File: src/mhp_defs.svh
// register offsets, field positions, reset values and counts for the modem host pin block
// assumes inclusion by bare name from the design file and the properties file
`ifndef MHP_DEFS_SVH
`define MHP_DEFS_SVH

`define MHP_ADDR_W        8
`define MHP_PIN_CNT       5
`define MHP_OFF_PIN_MODE  8'h00
`define MHP_OFF_GP_DIR    8'h04
`define MHP_OFF_GP_OUT    8'h08
`define MHP_OFF_GP_IN     8'h0c
`define MHP_OFF_CTRL      8'h10
`define MHP_OFF_IRQ_STAT  8'h14
`define MHP_OFF_IRQ_MASK  8'h18
`define MHP_OFF_STATUS    8'h1c

`define MHP_RST_PIN_MODE  5'h00
`define MHP_RST_GP_DIR    5'h00
`define MHP_RST_GP_OUT    5'h00
`define MHP_RST_IRQ_MASK  5'h1f

`define MHP_CTRL_SLEEP    0
`define MHP_CTRL_FLOW     7
`define MHP_CLR_ALL_HI    7
`define MHP_CLR_ALL_LO    6

`define MHP_FIFO_LVL_W    5
`define MHP_FIFO_DEPTH    5'h10
`define MHP_CTS_HI_PCT    7'h46
`define MHP_CTS_LO_PCT    7'h1e
`define MHP_PCT_FULL      7'h64

`define MHP_RESP_OKAY     2'h0
`define MHP_RESP_SLVERR   2'h2

`endif

File: src/mhp_pkg.sv
// types shared by the modem host pin block
// assumes the defs header sits in the same folder
package mhp_pkg;
  typedef enum logic {
    MHP_OFFLINE,
    MHP_ONLINE
  } mhp_mode_type;
endpackage : mhp_pkg

File: src/mhp_pin_functions.sv
// modem host pin functions: five multi-function pins, serial data pins,
// clear-to-send pacing, sleep and interrupt logic behind an axi4-lite slave
// assumes one 50 MHz clock, synchronous inputs, and a modem datapath on the plain ports
//
// Implementation choices: the register addresses and the AXI4-Lite slave port.
`include "mhp_defs.svh"
`timescale 1ns/1ps

module mhp_pin_functions (
  input  wire logic                        aclk,
  input  wire logic                        aresetn,
  // axi4-lite slave
  input  wire logic [`MHP_ADDR_W-1:0]      s_axi_awaddr,
  input  wire logic [2:0]                  s_axi_awprot,
  input  wire logic                        s_axi_awvalid,
  output logic                             s_axi_awready,
  input  wire logic [31:0]                 s_axi_wdata,
  input  wire logic [3:0]                  s_axi_wstrb,
  input  wire logic                        s_axi_wvalid,
  output logic                             s_axi_wready,
  output logic [1:0]                       s_axi_bresp,
  output logic                             s_axi_bvalid,
  input  wire logic                        s_axi_bready,
  input  wire logic [`MHP_ADDR_W-1:0]      s_axi_araddr,
  input  wire logic [2:0]                  s_axi_arprot,
  input  wire logic                        s_axi_arvalid,
  output logic                             s_axi_arready,
  output logic [31:0]                      s_axi_rdata,
  output logic [1:0]                       s_axi_rresp,
  output logic                             s_axi_rvalid,
  input  wire logic                        s_axi_rready,
  // multi-function pins, index 0 is pin one
  input  wire logic [`MHP_PIN_CNT-1:0]     gp_pin_i,
  output logic [`MHP_PIN_CNT-1:0]          gp_pin_o,
  output logic [`MHP_PIN_CNT-1:0]          gp_pin_oe,
  // serial pins
  output logic                             rxd_pin,
  input  wire logic                        txd_pin,
  output logic                             cts_n_pin,
  // modem datapath side
  input  wire logic                        rx_serial_in,
  output logic                             tx_serial_out,
  input  wire logic [`MHP_FIFO_LVL_W-1:0]  tx_fifo_level,
  input  wire logic                        ring_on_seg,
  input  wire logic                        carrier_present,
  input  wire logic                        rx_frame_end_flag,
  input  wire logic                        link_connect,
  input  wire logic                        link_drop,
  input  wire logic                        evt_carrier_lost,
  input  wire logic                        evt_wake_ring,
  input  wire logic                        evt_loop_lost,
  input  wire logic                        evt_v23_reversal,
  input  wire logic                        evt_intrusion,
  output logic                             escape_to_cmd,
  output logic                             modem_online,
  output logic                             sleep_mode,
  output logic                             irq
);

  // register state
  logic [`MHP_PIN_CNT-1:0]     pin_mode_q;
  logic [`MHP_PIN_CNT-1:0]     gp_dir_q;
  logic [`MHP_PIN_CNT-1:0]     gp_out_q;
  logic [`MHP_PIN_CNT-1:0]     irq_status_sreg_q;
  logic [`MHP_PIN_CNT-1:0]     irq_mask_q;
  logic                        flow_ctrl_mode_bit_q;
  logic                        sleep_q;
  mhp_pkg::mhp_mode_type       mode_q;
  mhp_pkg::mhp_mode_type       mode_d;
  // bus state
  logic                        aw_got_q;
  logic                        w_got_q;
  logic [`MHP_ADDR_W-1:0]      aw_addr_q;
  logic [31:0]                 w_data_q;
  logic [3:0]                  w_strb_q;
  logic                        bvalid_q;
  logic [1:0]                  bresp_q;
  logic                        rvalid_q;
  logic [31:0]                 rdata_q;
  logic [1:0]                  rresp_q;
  // pin side state
  logic                        esc_meta_q;
  logic                        esc_sync_q;
  logic                        esc_prev_q;
  logic                        txd_prev_q;
  logic                        cts_q;
  logic                        cts_d;
  logic                        rxd_q;
  logic                        txd_q;
  logic                        esc_pulse_q;

  // decode of one register offset, shared by the read and the write path
  function automatic logic [7:0] mhp_decode(input logic [`MHP_ADDR_W-1:0] addr);
    logic [7:0] hit;
    hit    = 8'h00;
    hit[0] = (addr == `MHP_OFF_PIN_MODE);
    hit[1] = (addr == `MHP_OFF_GP_DIR);
    hit[2] = (addr == `MHP_OFF_GP_OUT);
    hit[3] = (addr == `MHP_OFF_GP_IN);
    hit[4] = (addr == `MHP_OFF_CTRL);
    hit[5] = (addr == `MHP_OFF_IRQ_STAT);
    hit[6] = (addr == `MHP_OFF_IRQ_MASK);
    hit[7] = (addr == `MHP_OFF_STATUS);
    return hit;
  endfunction : mhp_decode

  // write path: address and data are taken in either order, then applied together
  wire [7:0]  wr_hit  = mhp_decode(aw_addr_q);
  wire        wr_fire = aw_got_q & w_got_q & ~bvalid_q;
  wire        wr_lane = wr_fire & w_strb_q[0];
  wire [7:0]  wr_byte = w_data_q[7:0];
  wire [7:0]  rd_hit  = mhp_decode(s_axi_araddr);
  wire        ar_take = s_axi_arvalid & ~rvalid_q;

  assign s_axi_awready = ~aw_got_q & ~bvalid_q;
  assign s_axi_wready  = ~w_got_q & ~bvalid_q;
  assign s_axi_arready = ~rvalid_q;
  assign s_axi_bvalid  = bvalid_q;
  assign s_axi_bresp   = bresp_q;
  assign s_axi_rvalid  = rvalid_q;
  assign s_axi_rdata   = rdata_q;
  assign s_axi_rresp   = rresp_q;

  // interrupt events count only while a connection stands
  wire [`MHP_PIN_CNT-1:0] evt_vec = {evt_intrusion, evt_v23_reversal, evt_loop_lost,
                                     evt_wake_ring, evt_carrier_lost};
  wire                    connected = (mode_q == mhp_pkg::MHP_ONLINE);
  wire [`MHP_PIN_CNT-1:0] irq_set   = evt_vec & {`MHP_PIN_CNT{connected}};
  // a one in bit seven or six clears every bit; bits four to zero clear their own bit
  wire                    clr_all   = wr_byte[`MHP_CLR_ALL_HI] | wr_byte[`MHP_CLR_ALL_LO];
  wire [`MHP_PIN_CNT-1:0] irq_clr   = (wr_lane & wr_hit[5]) ?
                                      (wr_byte[`MHP_PIN_CNT-1:0] | {`MHP_PIN_CNT{clr_all}}) :
                                      {`MHP_PIN_CNT{1'b0}};
  // set wins over a clear landing in the same cycle, so no event is lost
  wire [`MHP_PIN_CNT-1:0] irq_stat_d = (irq_status_sreg_q & ~irq_clr) | irq_set;
  wire                    irq_level  = |(irq_status_sreg_q & irq_mask_q);

  // read mux, unused high bits read as zero
  wire [7:0] status_byte = {3'h0, cts_q, sleep_q, connected, 2'h0};
  wire [7:0] ctrl_byte   = {flow_ctrl_mode_bit_q, 6'h00, sleep_q};
  wire [7:0] rd_byte =
    ({8{rd_hit[0]}} & {3'h0, pin_mode_q}) |
    ({8{rd_hit[1]}} & {3'h0, gp_dir_q}) |
    ({8{rd_hit[2]}} & {3'h0, gp_out_q}) |
    ({8{rd_hit[3]}} & {3'h0, gp_pin_i}) |
    ({8{rd_hit[4]}} & ctrl_byte) |
    ({8{rd_hit[5]}} & {3'h0, irq_status_sreg_q}) |
    ({8{rd_hit[6]}} & {3'h0, irq_mask_q}) |
    ({8{rd_hit[7]}} & status_byte);
  wire       rd_ok = |rd_hit;

  // bus handshake flags and responses
  always_ff @(posedge aclk)
  begin
    if (!aresetn)
    begin
      aw_got_q <= 1'b0;
      w_got_q  <= 1'b0;
      aw_addr_q <= {`MHP_ADDR_W{1'b0}};
      w_data_q <= 32'h0000_0000;
      w_strb_q <= 4'h0;
      bvalid_q <= 1'b0;
      bresp_q  <= `MHP_RESP_OKAY;
    end
    else
    begin
      if (s_axi_awvalid & s_axi_awready)
      begin
        aw_got_q  <= 1'b1;
        aw_addr_q <= s_axi_awaddr;
      end
      if (s_axi_wvalid & s_axi_wready)
      begin
        w_got_q  <= 1'b1;
        w_data_q <= s_axi_wdata;
        w_strb_q <= s_axi_wstrb;
      end
      if (wr_fire)
      begin
        aw_got_q <= 1'b0;
        w_got_q  <= 1'b0;
        bvalid_q <= 1'b1;
        bresp_q  <= (|wr_hit) ? `MHP_RESP_OKAY : `MHP_RESP_SLVERR;
      end
      else if (bvalid_q & s_axi_bready)
        bvalid_q <= 1'b0;
    end
  end

  // read answer one cycle after the address is taken
  always_ff @(posedge aclk)
  begin
    if (!aresetn)
    begin
      rvalid_q <= 1'b0;
      rdata_q  <= 32'h0000_0000;
      rresp_q  <= `MHP_RESP_OKAY;
    end
    else if (ar_take)
    begin
      rvalid_q <= 1'b1;
      rdata_q  <= {24'h00_0000, rd_byte};
      rresp_q  <= rd_ok ? `MHP_RESP_OKAY : `MHP_RESP_SLVERR;
    end
    else if (rvalid_q & s_axi_rready)
      rvalid_q <= 1'b0;
  end

  // control registers; only byte lane zero carries bits
  always_ff @(posedge aclk)
  begin
    if (!aresetn)
    begin
      pin_mode_q           <= `MHP_RST_PIN_MODE;
      gp_dir_q             <= `MHP_RST_GP_DIR;
      gp_out_q             <= `MHP_RST_GP_OUT;
      irq_mask_q           <= `MHP_RST_IRQ_MASK;
      irq_status_sreg_q    <= {`MHP_PIN_CNT{1'b0}};
      flow_ctrl_mode_bit_q <= 1'b0;
      sleep_q              <= 1'b0;
    end
    else
    begin
      irq_status_sreg_q <= irq_stat_d;
      if (wr_lane & wr_hit[0])
        pin_mode_q <= wr_byte[`MHP_PIN_CNT-1:0];
      if (wr_lane & wr_hit[1])
        gp_dir_q <= wr_byte[`MHP_PIN_CNT-1:0];
      if (wr_lane & wr_hit[2])
        gp_out_q <= wr_byte[`MHP_PIN_CNT-1:0];
      if (wr_lane & wr_hit[6])
        irq_mask_q <= wr_byte[`MHP_PIN_CNT-1:0];
      if (wr_lane & wr_hit[4])
      begin
        flow_ctrl_mode_bit_q <= wr_byte[`MHP_CTRL_FLOW];
        sleep_q              <= wr_byte[`MHP_CTRL_SLEEP];
      end
    end
  end

  // escape synchroniser; only the second stage feeds the edge detector
  always_ff @(posedge aclk)
  begin
    if (!aresetn)
    begin
      esc_meta_q <= 1'b0;
      esc_sync_q <= 1'b0;
      esc_prev_q <= 1'b0;
    end
    else
    begin
      esc_meta_q <= gp_pin_i[2];
      esc_sync_q <= esc_meta_q;
      esc_prev_q <= esc_sync_q;
    end
  end

  wire escape_edge_input = pin_mode_q[2] & esc_sync_q & ~esc_prev_q;
  // an edge while offline falls through the case without effect
  always_comb
  begin
    mode_d = mode_q;
    case (mode_q)
      mhp_pkg::MHP_OFFLINE:
        if (link_connect)
          mode_d = mhp_pkg::MHP_ONLINE;
      mhp_pkg::MHP_ONLINE:
        if (escape_edge_input | link_drop)
          mode_d = mhp_pkg::MHP_OFFLINE;
      default:
        mode_d = mhp_pkg::MHP_OFFLINE;
    endcase
  end

  always_ff @(posedge aclk)
  begin
    if (!aresetn)
    begin
      mode_q      <= mhp_pkg::MHP_OFFLINE;
      esc_pulse_q <= 1'b0;
    end
    else
    begin
      mode_q      <= mode_d;
      esc_pulse_q <= escape_edge_input & connected;
    end
  end

  // clear-to-send pacing; levels compared in percent to avoid rounding of thresholds
  wire [11:0] lvl_pct  = 12'(tx_fifo_level) * 12'(`MHP_PCT_FULL);
  wire [11:0] hi_mark  = 12'(`MHP_FIFO_DEPTH) * 12'(`MHP_CTS_HI_PCT);
  wire [11:0] lo_mark  = 12'(`MHP_FIFO_DEPTH) * 12'(`MHP_CTS_LO_PCT);
  wire        start_bit = txd_prev_q & ~txd_pin;
  wire        fifo_empty = (tx_fifo_level == {`MHP_FIFO_LVL_W{1'b0}});
  always_comb
  begin
    cts_d = cts_q;
    if (!flow_ctrl_mode_bit_q)
    begin
      if (start_bit)
        cts_d = 1'b0;
      else if (fifo_empty)
        cts_d = 1'b1;
    end
    else
    begin
      if (lvl_pct >= hi_mark)
        cts_d = 1'b0;
      else if (lvl_pct <= lo_mark)
        cts_d = 1'b1;
    end
  end

  // serial data retimed by one flop each way
  always_ff @(posedge aclk)
  begin
    if (!aresetn)
    begin
      cts_q      <= 1'b1;
      txd_prev_q <= 1'b1;
      rxd_q      <= 1'b1;
      txd_q      <= 1'b1;
    end
    else
    begin
      cts_q      <= cts_d;
      txd_prev_q <= txd_pin;
      rxd_q      <= rx_serial_in;
      txd_q      <= txd_pin;
    end
  end

  // alternate functions per pin: frame end, carrier, escape input, interrupt, ring
  wire [`MHP_PIN_CNT-1:0] alt_out = {~ring_on_seg, irq_level, 1'b0,
                                     ~carrier_present, rx_frame_end_flag};
  wire [`MHP_PIN_CNT-1:0] alt_oe  = 5'h1b; // pin three stays an input for escape

  genvar gi;
  generate
    for (gi = 0; gi < `MHP_PIN_CNT; gi++)
    begin : g_pin
      // general-purpose mode follows the direction and value registers
      assign gp_pin_o[gi]  = pin_mode_q[gi] ? alt_out[gi] : gp_out_q[gi];
      assign gp_pin_oe[gi] = pin_mode_q[gi] ? alt_oe[gi] : gp_dir_q[gi];
    end
  endgenerate

  assign rxd_pin       = rxd_q;
  assign tx_serial_out = txd_q;
  assign cts_n_pin     = ~cts_q;
  assign escape_to_cmd = esc_pulse_q;
  assign modem_online  = connected;
  assign sleep_mode    = sleep_q;
  assign irq           = irq_level;

endmodule : mhp_pin_functions

File: config.mk
export PLATFORM = sky130hd
export DESIGN_NAME = mhp_pin_functions
export DESIGN_NICKNAME = d
export VERILOG_FILES = /design/src/mhp_pkg.sv /design/src/mhp_pin_functions.sv
export VERILOG_INCLUDE_DIRS = /design/src
export SDC_FILE = /design/constraint.sdc
export NUM_CORES = 1
export LEC_CHECK = 0
export ABC_AREA = 1
export CORE_MARGIN = 10
export CORE_UTILIZATION = 45
export CTS_CLUSTER_DIAMETER = 60
export DETAILED_ROUTE_END_ITERATION = 7
export DONT_BUFFER_PORTS = 1
export PLACE_DENSITY = 0.6
export SLEW_MARGIN = 20
export SYNTH_ARGS = -nofsm -noshare
export SYNTH_HDL_FRONTEND = slang
export SYNTH_SLANG_ARGS = --single-unit
File: constraint.sdc
create_clock -name aclk -period 1.9 [get_ports aclk]
set_input_delay 0.19 -clock aclk [delete_from_list [all_inputs] [get_ports aclk]]
set_output_delay 0.19 -clock aclk [all_outputs]
set_load 0.01 [all_outputs]
==> summary.json, run 1 <==
{
  "status": {
    "status": "completed"
  },
  "synth": {
    "yosys_register_bits": 63,
    "synth_cells": 485,
    "synth.top_cell.area_share_pct": 34.8,
    "synth_seq_area_share_pct": 34.8,
    "yosysWarnings": 0,
    "synth-edff-count": 0,
    "syn_area_sq_um": 3620,
    "synthesis.area_per_instance_sq_um": 7.47,
    "ys_async_sr_fraction_pct": 0,
    "yosys-top-cells-area": "sky130_fd_sc_hd__dfxtp_1 (35%), sky130_fd_sc_hd__nand2_1 (8.1%), sky130_fd_sc_hd__nor2_1 (6.7%)",
    "netlist-cell-type-count": 40,
    "synthFlopType": "sky130_fd_sc_hd__dfxtp_1",
    "post-synth-top-area-cell": "sky130_fd_sc_hd__dfxtp_1"
  },
  "pwr": {
    "ir_worst_vdd_v": 0.000431,
    "comb_power_share_pct": 17.6,
    "power-per-cell-area_nw_per_um2": 756,
    "internal_power_uw": 2140,
    "total_power_uw": 3060,
    "power.leakage_uw": 0.00195,
    "switching_fraction_pct": 30.0,
    "share_seq_of_total_power_pct": 47.9,
    "pwr-share-clk_pct": 34.5,
    "switchingPower_uw": 917
  },
  "clock_tree": {
    "cts-buffers-inserted": 9,
    "cts_clk_pin_slew_worst_paths_ns": 0.07,
    "clock_tree.htree_level_count": 3,
    "insertion_delay_ns": 0.33,
    "cts_resized": 0,
    "tritoncts_num_sinks": 63,
    "cts.root.buffer_cell": "sky130_fd_sc_hd__clkbuf_8",
    "post_cts_hold_buffer_count": 14,
    "tritoncts": "done",
    "clockBufferDepth": 2,
    "post_cts_setup_repair_bufs": 0
  },
  "placement": {
    "dp_hpwl_um": 6940,
    "gp_routability_congestion": 0.791,
    "io_buffer_count": 0
  },
  "final_layout": {
    "final_util_pct": 52.0,
    "antenna-diode-count": 0,
    "area_growth_syn_to_layout_pct": 11.5,
    "final_net_count": 608,
    "post_route_cells_drive_above_1_share_pct": 14.8
  },
  "critical_path": {
    "worstSetupStartpointType": "input port",
    "critPathMaxFanout": 3,
    "crit_type": "input port to flop",
    "cp_data_arrival_time_ns": 1.91,
    "crit_required_ns": 2.12,
    "rrSetupSlack_ns": 0.46,
    "worst_setup_end_kind": "flop"
  },
  "timing": {
    "final.setup_skew_ns": 0.00926,
    "timing.final.max_slew_violations": 0,
    "unrepaired_setup_endpoints_after_global_routing": "false",
    "finalSetupViolations": 0,
    "hold_viol_final": 0,
    "min_period_ns": 1.69,
    "maxClockFrequency_ghz": 0.592,
    "period_share_pct": 88.9
  },
  "die": {
    "io-pin-count": 145,
    "initial_core_util_pct": 46.6,
    "fp-row-count": 32,
    "fp.dieH_um": 110,
    "die-width_um": 110,
    "placeableCoreArea_sq_um": 7770,
    "fp.dieArea_sq_um": 12000
  },
  "detailed_routing": {
    "vias": 2988,
    "antenna_violating_nets_post_route": 0,
    "routedWlPerCell_um": 15.1,
    "drt_pre_antenna_iters": 4,
    "detail_route.drc_violations": 0,
    "finalWirelength_um": 9160,
    "detailedRoute.firstIterationViolations": 116,
    "post_drt_via_cell_ratio": 4.91
  },
  "grt": {
    "via_count_of_the_first_global_routing_pass": 2845,
    "grt_start_max_net_pins": 48,
    "gr-total-overflow": 0,
    "grt_first_pass_wirelength_um": 14600,
    "globalRouteTotalUtil_pct": 15.2,
    "antenna_found_initial": 1
  },
  "min_path": {
    "worst_hold_check_path_type": "input port to flop"
  },
  "run": {
    "cap_violations": 0
  }
}
[cell usage after synthesis, types with 2 or more instances]
master,number
sky130_fd_sc_hd__a21oi_1,24
sky130_fd_sc_hd__or2_2,6
sky130_fd_sc_hd__dfxtp_1,63
sky130_fd_sc_hd__xor2_1,2
sky130_fd_sc_hd__a21oi_2,6
sky130_fd_sc_hd__nor2_4,6
sky130_fd_sc_hd__inv_1,36
sky130_fd_sc_hd__nor2_8,4
sky130_fd_sc_hd__o21ai_0,24
sky130_fd_sc_hd__nor2_1,65
sky130_fd_sc_hd__inv_2,9
sky130_fd_sc_hd__nand2_2,2
sky130_fd_sc_hd__nor2_2,6
sky130_fd_sc_hd__buf_4,29
sky130_fd_sc_hd__o21ai_1,25
sky130_fd_sc_hd__nand3_4,3
sky130_fd_sc_hd__a21o_1,2
sky130_fd_sc_hd__clkbuf_1,3
sky130_fd_sc_hd__nand3_1,47
sky130_fd_sc_hd__buf_2,5
sky130_fd_sc_hd__nor3_1,3
sky130_fd_sc_hd__ha_1,19
sky130_fd_sc_hd__o211ai_1,2
sky130_fd_sc_hd__nand2_1,78
[sequential cells by signal, indices dropped and copies added, names as in the netlist, 5 cells and up]
| name | flops |
|---|---|
| aw_addr_q | 8 |
| w_data_q | 7 |
| s_axi_rdata | 6 |
| gp_dir_q | 5 |
| gp_out_q | 5 |
| irq_mask_q | 5 |
| irq_status_sreg_q | 5 |
| pin_mode_q | 5 |
[final cells by class]
| class | instances | area [sq um] |
|---|---|---|
| sequential | 63 | 1260 |
| timing repair buffer | 17 | 175 |
| inverter | 47 | 200 |
| fill | 792 | 3730 |
| clock inverter | 3 | 17.5 |
| tap | 102 | 128 |
| clock buffer | 13 | 159 |
| multi-input combinational | 363 | 2100 |
[critical path, stage by stage]
cell and delay [ns]:
sky130_fd_sc_hd__inv_1 0.04, sky130_fd_sc_hd__ha_1 0.31, sky130_fd_sc_hd__ha_4 0.26, sky130_fd_sc_hd__fa_1 0.56, sky130_fd_sc_hd__nand3_1 0.08, sky130_fd_sc_hd__nor2_1 0.11
sky130_fd_sc_hd__nand2_1 0.06, sky130_fd_sc_hd__nand2_1 0.06, sky130_fd_sc_hd__nand2_1 0.04, sky130_fd_sc_hd__nand2_1 0.06, sky130_fd_sc_hd__nand2_1 0.05, sky130_fd_sc_hd__nand2_1 0.05
sky130_fd_sc_hd__nand2_1 0.04
[power by group through the flow]
stage,clock (uW),sequential (uW),combinational [uW]
detailed placement,0,1490,492
global route,1150,1470,612
finish,1050,1460,538
global placement,0,1490,482
CTS,1080,1460,540
floorplan,0,1470,475
[cells in the final DEF (no fill, tap or decap), types with 3 or more instances in the layout]
cell / instances
sky130_fd_sc_hd__o21ai_0: 24
sky130_fd_sc_hd__dfxtp_1: 63
sky130_fd_sc_hd__a21oi_2: 6
sky130_fd_sc_hd__nor2_8: 4
sky130_fd_sc_hd__nand3_4: 3
sky130_fd_sc_hd__ha_1: 11
sky130_fd_sc_hd__a21oi_1: 24
sky130_fd_sc_hd__inv_2: 9
sky130_fd_sc_hd__nand2_1: 78
sky130_fd_sc_hd__nor2_1: 65
sky130_fd_sc_hd__dlygate4sd3_1: 14
sky130_fd_sc_hd__nor2_4: 6
sky130_fd_sc_hd__clkbuf_8: 11
sky130_fd_sc_hd__clkinv_2: 3
sky130_fd_sc_hd__o21ai_1: 25
sky130_fd_sc_hd__or2_2: 6
sky130_fd_sc_hd__nor2_2: 6
sky130_fd_sc_hd__nor3_1: 3
sky130_fd_sc_hd__inv_1: 34
sky130_fd_sc_hd__conb_1: 28
sky130_fd_sc_hd__nand3_1: 47
sky130_fd_sc_hd__ha_4: 7
[metrics by stage]
step	worst slack, ns	TNS, ns	instance area [sq um]	cells	hold slack, ns
detailed placement	-0.131	-0.131	3700	577	0.272
global route	0.0592	0	4040	608	0.00524
global placement	-0.0876	-0.0876	3700	577	0.268
CTS	0.212	0	4030	607	0.000720
finish	0.210	0	4040	608	0.0177
floorplan	-0.0216	-0.0216	3830	512	0.283
[kinds of logic (layout without fill, tap and decap cells)]
logic type | count (synthesis) | count (layout) | synth area share [%]
fa+ha+maj | 20 | 20 | 7.11
compound gates | 85 | 85 | 12.8
flops | 63 | 63 | 34.8
other cells | 1 | 28 | 0.103
simple gates | 226 | 226 | 31.6
mux | 1 | 1 | 0.311
xor+xnor | 3 | 3 | 0.725
buf+inv | 86 | 80 | 12.5
[path summary, 6_finish.rpt]
path / start / to / depth (start not counted)
worst min register to register: esc_meta_q / esc_sync_q / 2
worst max register to register: s_axi_bvalid / aw_addr_q[3] / 4
worst max-delay path: tx_fifo_level[2] / cts_q / 13
worst min-delay path: aresetn / pin_mode_q[0] / 2
[routing by layer]
metal | part of all wire (%) | GRT usage, %
met4 | 0.56 | 3.35
met1 | 41 | 18.7
met5 | 0 | 0
met3 | 9.8 | 5.68
met2 | 48 | 24.8
(Power assumes the default switching activity.)
==> run 2, diff against run 1 <==
--- a/config.mk
+++ b/config.mk
@@ -8,11 +8,12 @@
 export LEC_CHECK = 0
 export ABC_AREA = 1
 export CORE_MARGIN = 10
-export CORE_UTILIZATION = 45
+export CORE_UTILIZATION = 35
 export CTS_CLUSTER_DIAMETER = 60
 export DETAILED_ROUTE_END_ITERATION = 7
 export DONT_BUFFER_PORTS = 1
-export PLACE_DENSITY = 0.6
+export PLACE_DENSITY = 0.49
+export REMOVE_ABC_BUFFERS = 1
 export SLEW_MARGIN = 20
 export SYNTH_ARGS = -nofsm -noshare
 export SYNTH_HDL_FRONTEND = slang
==> run 2 against run 1 <==
Clock power grew 37%. Register-to-register slack got worse by 0.03 ns. Die area rose by 23%. Non-clock buffer count down 1. Sequential cell count unchanged. Critical endpoint unchanged.
==> summary.json, run 2 (synthesis results as in run 1) <==
{
  "placement": {
    "placed_cell_area": {"value": 3640, "unit": "sq um", "change": "-1.7%"},
    "dp_hpwl": {"value": 7280, "unit": "um", "change": "+4.9%"},
    "gp_routability_congestion": {"value": 0.801, "change": "+1.3%"},
    "io_buffer_count": {"value": 0, "change": "unchanged"},
    "post-place-ws": {"value": -0.287, "unit": "ns", "change": "-0.156 ns"}
  },
  "detailed_routing": {
    "routedWlPerCell": {"value": 15.3, "unit": "um", "change": "+1.3%"},
    "detail_route.drc_violations": {"value": 0, "change": "unchanged"},
    "finalWirelength": {"value": 9800, "unit": "um", "change": "+7.0%"},
    "vias": {"value": 3003, "change": "+0.50%"},
    "drt_pre_antenna_iters": {"value": 4, "change": "unchanged"},
    "antenna_violating_nets_post_route": {"value": 0, "change": "unchanged"},
    "detailedRoute.firstIterationViolations": {"value": 148, "change": "+28%"},
    "post_drt_via_cell_ratio": {"value": 4.68, "change": "-4.8%"}
  },
  "final_layout": {
    "number_of_flip_flops_in_the_largest_register": {"value": 8, "change": "unchanged"},
    "mostFrequentLayoutCell": "sky130_fd_sc_hd__nand2_1",
    "final_area": {"value": 4100, "unit": "sq um", "change": "+1.4%"},
    "final.fill_count": {"value": 1106, "change": "+40%"},
    "combined_area_of_the_multi_input_logic_cells": {"value": 2070, "unit": "sq um", "change": "-1.3%"},
    "layout_common_cells": "sky130_fd_sc_hd__nand2_1 (78), sky130_fd_sc_hd__nor2_1 (65), sky130_fd_sc_hd__dfxtp_1 (63)",
    "area_growth_syn_to_layout_pct": 13.1,
    "registers.top_by_ff_count": "aw_addr_q",
    "final_net_count": {"value": 607, "change": "-0.16%"},
    "post_route_cells_drive_above_1_share": {"value": 14.5, "unit": "%", "change": "-0.37 points"},
    "area.sequential": {"value": 1260, "unit": "sq um", "change": "unchanged"}
  },
  "pwr": {
    "ir_worst_vdd": {"value": 0.000412, "unit": "V", "change": "-4.5%"},
    "share_seq_of_total_power": {"value": 42.4, "unit": "%", "change": "-5.5 points"},
    "internal_power": {"value": 2470, "unit": "uW", "change": "+15%"},
    "pwr-share-clk": {"value": 41.8, "unit": "%", "change": "+7.3 points"},
    "power-per-cell-area": {"value": 840, "unit": "nW/um^2", "change": "+11%"},
    "switching_fraction": {"value": 28.3, "unit": "%", "change": "-1.7 points"},
    "power.leakage": {"value": 0.00198, "unit": "uW", "change": "+1.5%"},
    "switchingPower": {"value": 974, "unit": "uW", "change": "+6.2%"},
    "comb_power_share": {"value": 15.8, "unit": "%", "change": "-1.8 points"},
    "total_power": {"value": 3440, "unit": "uW", "change": "+13%"}
  },
  "grt": {
    "globalRouteTotalUtil": {"value": 13.0, "unit": "%", "change": "-2.2 points"},
    "antenna_found_initial": {"value": 1, "change": "unchanged"},
    "gr-total-overflow": {"value": 0, "change": "unchanged"},
    "grt_first_pass_wirelength": {"value": 15400, "unit": "um", "change": "+5.9%"},
    "grt_start_max_net_pins": {"value": 59, "change": "+23%"},
    "via_count_of_the_first_global_routing_pass": {"value": 2920, "change": "+2.6%"}
  },
  "timing": {
    "tns": {"value": 0, "unit": "ns", "change": "unchanged"},
    "hold_viol_final": {"value": 0, "change": "unchanged"},
    "finalSetupViolations": {"value": 0, "change": "unchanged"},
    "final.setup_skew": {"value": 0.00932, "unit": "ns", "change": "+0.0000512 ns"},
    "unrepaired_setup_endpoints_after_global_routing": "false",
    "period_share": {"value": 92.1, "unit": "%", "change": "+3.2 points"},
    "layout_setup_ws": {"value": 0.150, "unit": "ns", "change": "-0.0602 ns"},
    "maxClockFrequency": {"value": 0.571, "unit": "GHz", "change": "-3.4%"},
    "hold_slack_final": {"value": 0.00811, "unit": "ns", "change": "-0.00963 ns"},
    "timing.final.max_slew_violations": {"value": 0, "change": "unchanged"},
    "min_period": {"value": 1.75, "unit": "ns", "change": "+0.0602 ns"}
  },
  "critical_path": {
    "standard_cell_with_the_maximum_stage_delay_on_the_critical_path": "sky130_fd_sc_hd__ha_1",
    "worst_setup_end_kind": "flop",
    "critical_path.top_delay_family": "adder cells",
    "cp_common_cell": "sky130_fd_sc_hd__nand2_1",
    "cpPeakStageDelay": {"value": 0.33, "unit": "ns", "change": "-0.23 ns"},
    "crit_type": "input port to flop",
    "worstSetupStartpointType": "input port",
    "crit_chain": "inv_1, ha_1, inv_1, ha_1, ha_4, ha_4, nand2_1, or2_1, a21oi_1, nor2_1, nand2_1, nand2_1",
    "rrSetupSlack": {"value": 0.43, "unit": "ns", "change": "-0.03 ns"},
    "cp_data_arrival_time": {"value": 1.99, "unit": "ns", "change": "+0.08 ns"},
    "crit_required": {"value": 2.14, "unit": "ns", "change": "+0.02 ns"},
    "critPathMaxFanout": {"value": 4, "change": "+1"},
    "cp_num_buf_inv": {"value": 2, "change": "+1"}
  },
  "die": {
    "fp.dieArea": {"value": 14800, "unit": "sq um", "change": "+23%"},
    "io-pin-count": {"value": 145, "change": "unchanged"},
    "fp-row-count": {"value": 37, "change": "+16%"},
    "fp.dieH": {"value": 122, "unit": "um", "change": "+11%"},
    "placeableCoreArea": {"value": 10200, "unit": "sq um", "change": "+31%"},
    "die-width": {"value": 122, "unit": "um", "change": "+11%"},
    "initial_core_util": {"value": 35.6, "unit": "%", "change": "-11 points"}
  },
  "clock_tree": {
    "clock_tree.htree_level_count": {"value": 3, "change": "unchanged"},
    "cts.root.buffer_cell": "sky130_fd_sc_hd__clkbuf_8",
    "tritoncts_num_sinks": {"value": 63, "change": "unchanged"},
    "cts_clk_pin_slew_worst_paths": {"value": 0.07, "unit": "ns", "change": "about the same"},
    "tritoncts": "done",
    "cts-buffers-inserted": {"value": 9, "change": "unchanged"},
    "insertion_delay": {"value": 0.35, "unit": "ns", "change": "+0.02 ns"},
    "clockBufferDepth": {"value": 2, "change": "unchanged"}
  },
  "status": {
    "status": "completed"
  },
  "min_path": {
    "worst_hold_check_path_type": "input port to flop"
  },
  "run": {
    "cap_violations": {"value": 0, "change": "unchanged"}
  }
}
[run 2: cell types whose count changed in the layout (fill, tap and decap cells not counted), moves of 2 or more]
cell	delta
sky130_fd_sc_hd__dlygate4sd3_1	-2
sky130_fd_sc_hd__clkbuf_8	-2
sky130_fd_sc_hd__inv_1	+2
sky130_fd_sc_hd__bufinv_16	+3
sky130_fd_sc_hd__ha_4	-2
sky130_fd_sc_hd__clkbuf_1	-2
sky130_fd_sc_hd__ha_1	+3
[run 2: layer usage]
| metal | part of all wire, % | global-route usage (%) | routed length (um) | vias up |
|---|---|---|---|---|
| li1 | - | - | - | 1552 |
| met5 | 0 | 0 | 0 | - |
| met3 | 11 | 6.57 | 1070 | 12 |
| met2 | 43 | 20.0 | 4260 | 97 |
| met1 | 45 | 15.8 | 4370 | 1342 |
| met4 | 0.99 | 3.58 | 97 | 0 |
[run 2: power by group through the flow]
stage               Clock [uW]  Sequential (uW)  Combinational [uW]
finish                    1440             1460                 543
global route              1520             1470                 617
CTS                       1470             1460                 509
detailed placement           0             1490                 462
global placement             0             1490                 455
floorplan                    0             1470                 374
[run 2: final timing paths]
kind,from,end,cells after the start
worst max-delay path,tx_fifo_level[3],cts_q,12
worst min-delay path,aresetn,s_axi_bvalid,2
worst max register to register,s_axi_bvalid,pin_mode_q[2],7
worst min register to register,esc_meta_q,esc_sync_q,2
[run 2: cell type report]
class | count | area share (%)
Antenna cell | 1 | 0.0611
Clock buffer | 9 | 3.02
Clock inverter | 7 | 2.93
Inverter | 47 | 4.52
Multi-Input combinational cell | 363 | 50.6
Sequential cell | 63 | 30.8
Tap cell | 136 | 4.15
Timing Repair Buffer | 16 | 3.97
[run 2: stage by stage]
stage	std cells	utilization, %
after floorplan	473	-
after global placement	611	35.7
after detailed placement	611	35.7
after CTS	640	39.5
after global routing	641	40.2
final	642	40.2
[run 2: repair_timing]
item                                    4_1_cts  5_1_grt
hold buffers                                 13        0
buffers inserted                              0        1
endpoints found under the setup margin        0        1
endpoints found under the hold margin        61        0
resized for setup                             0        6
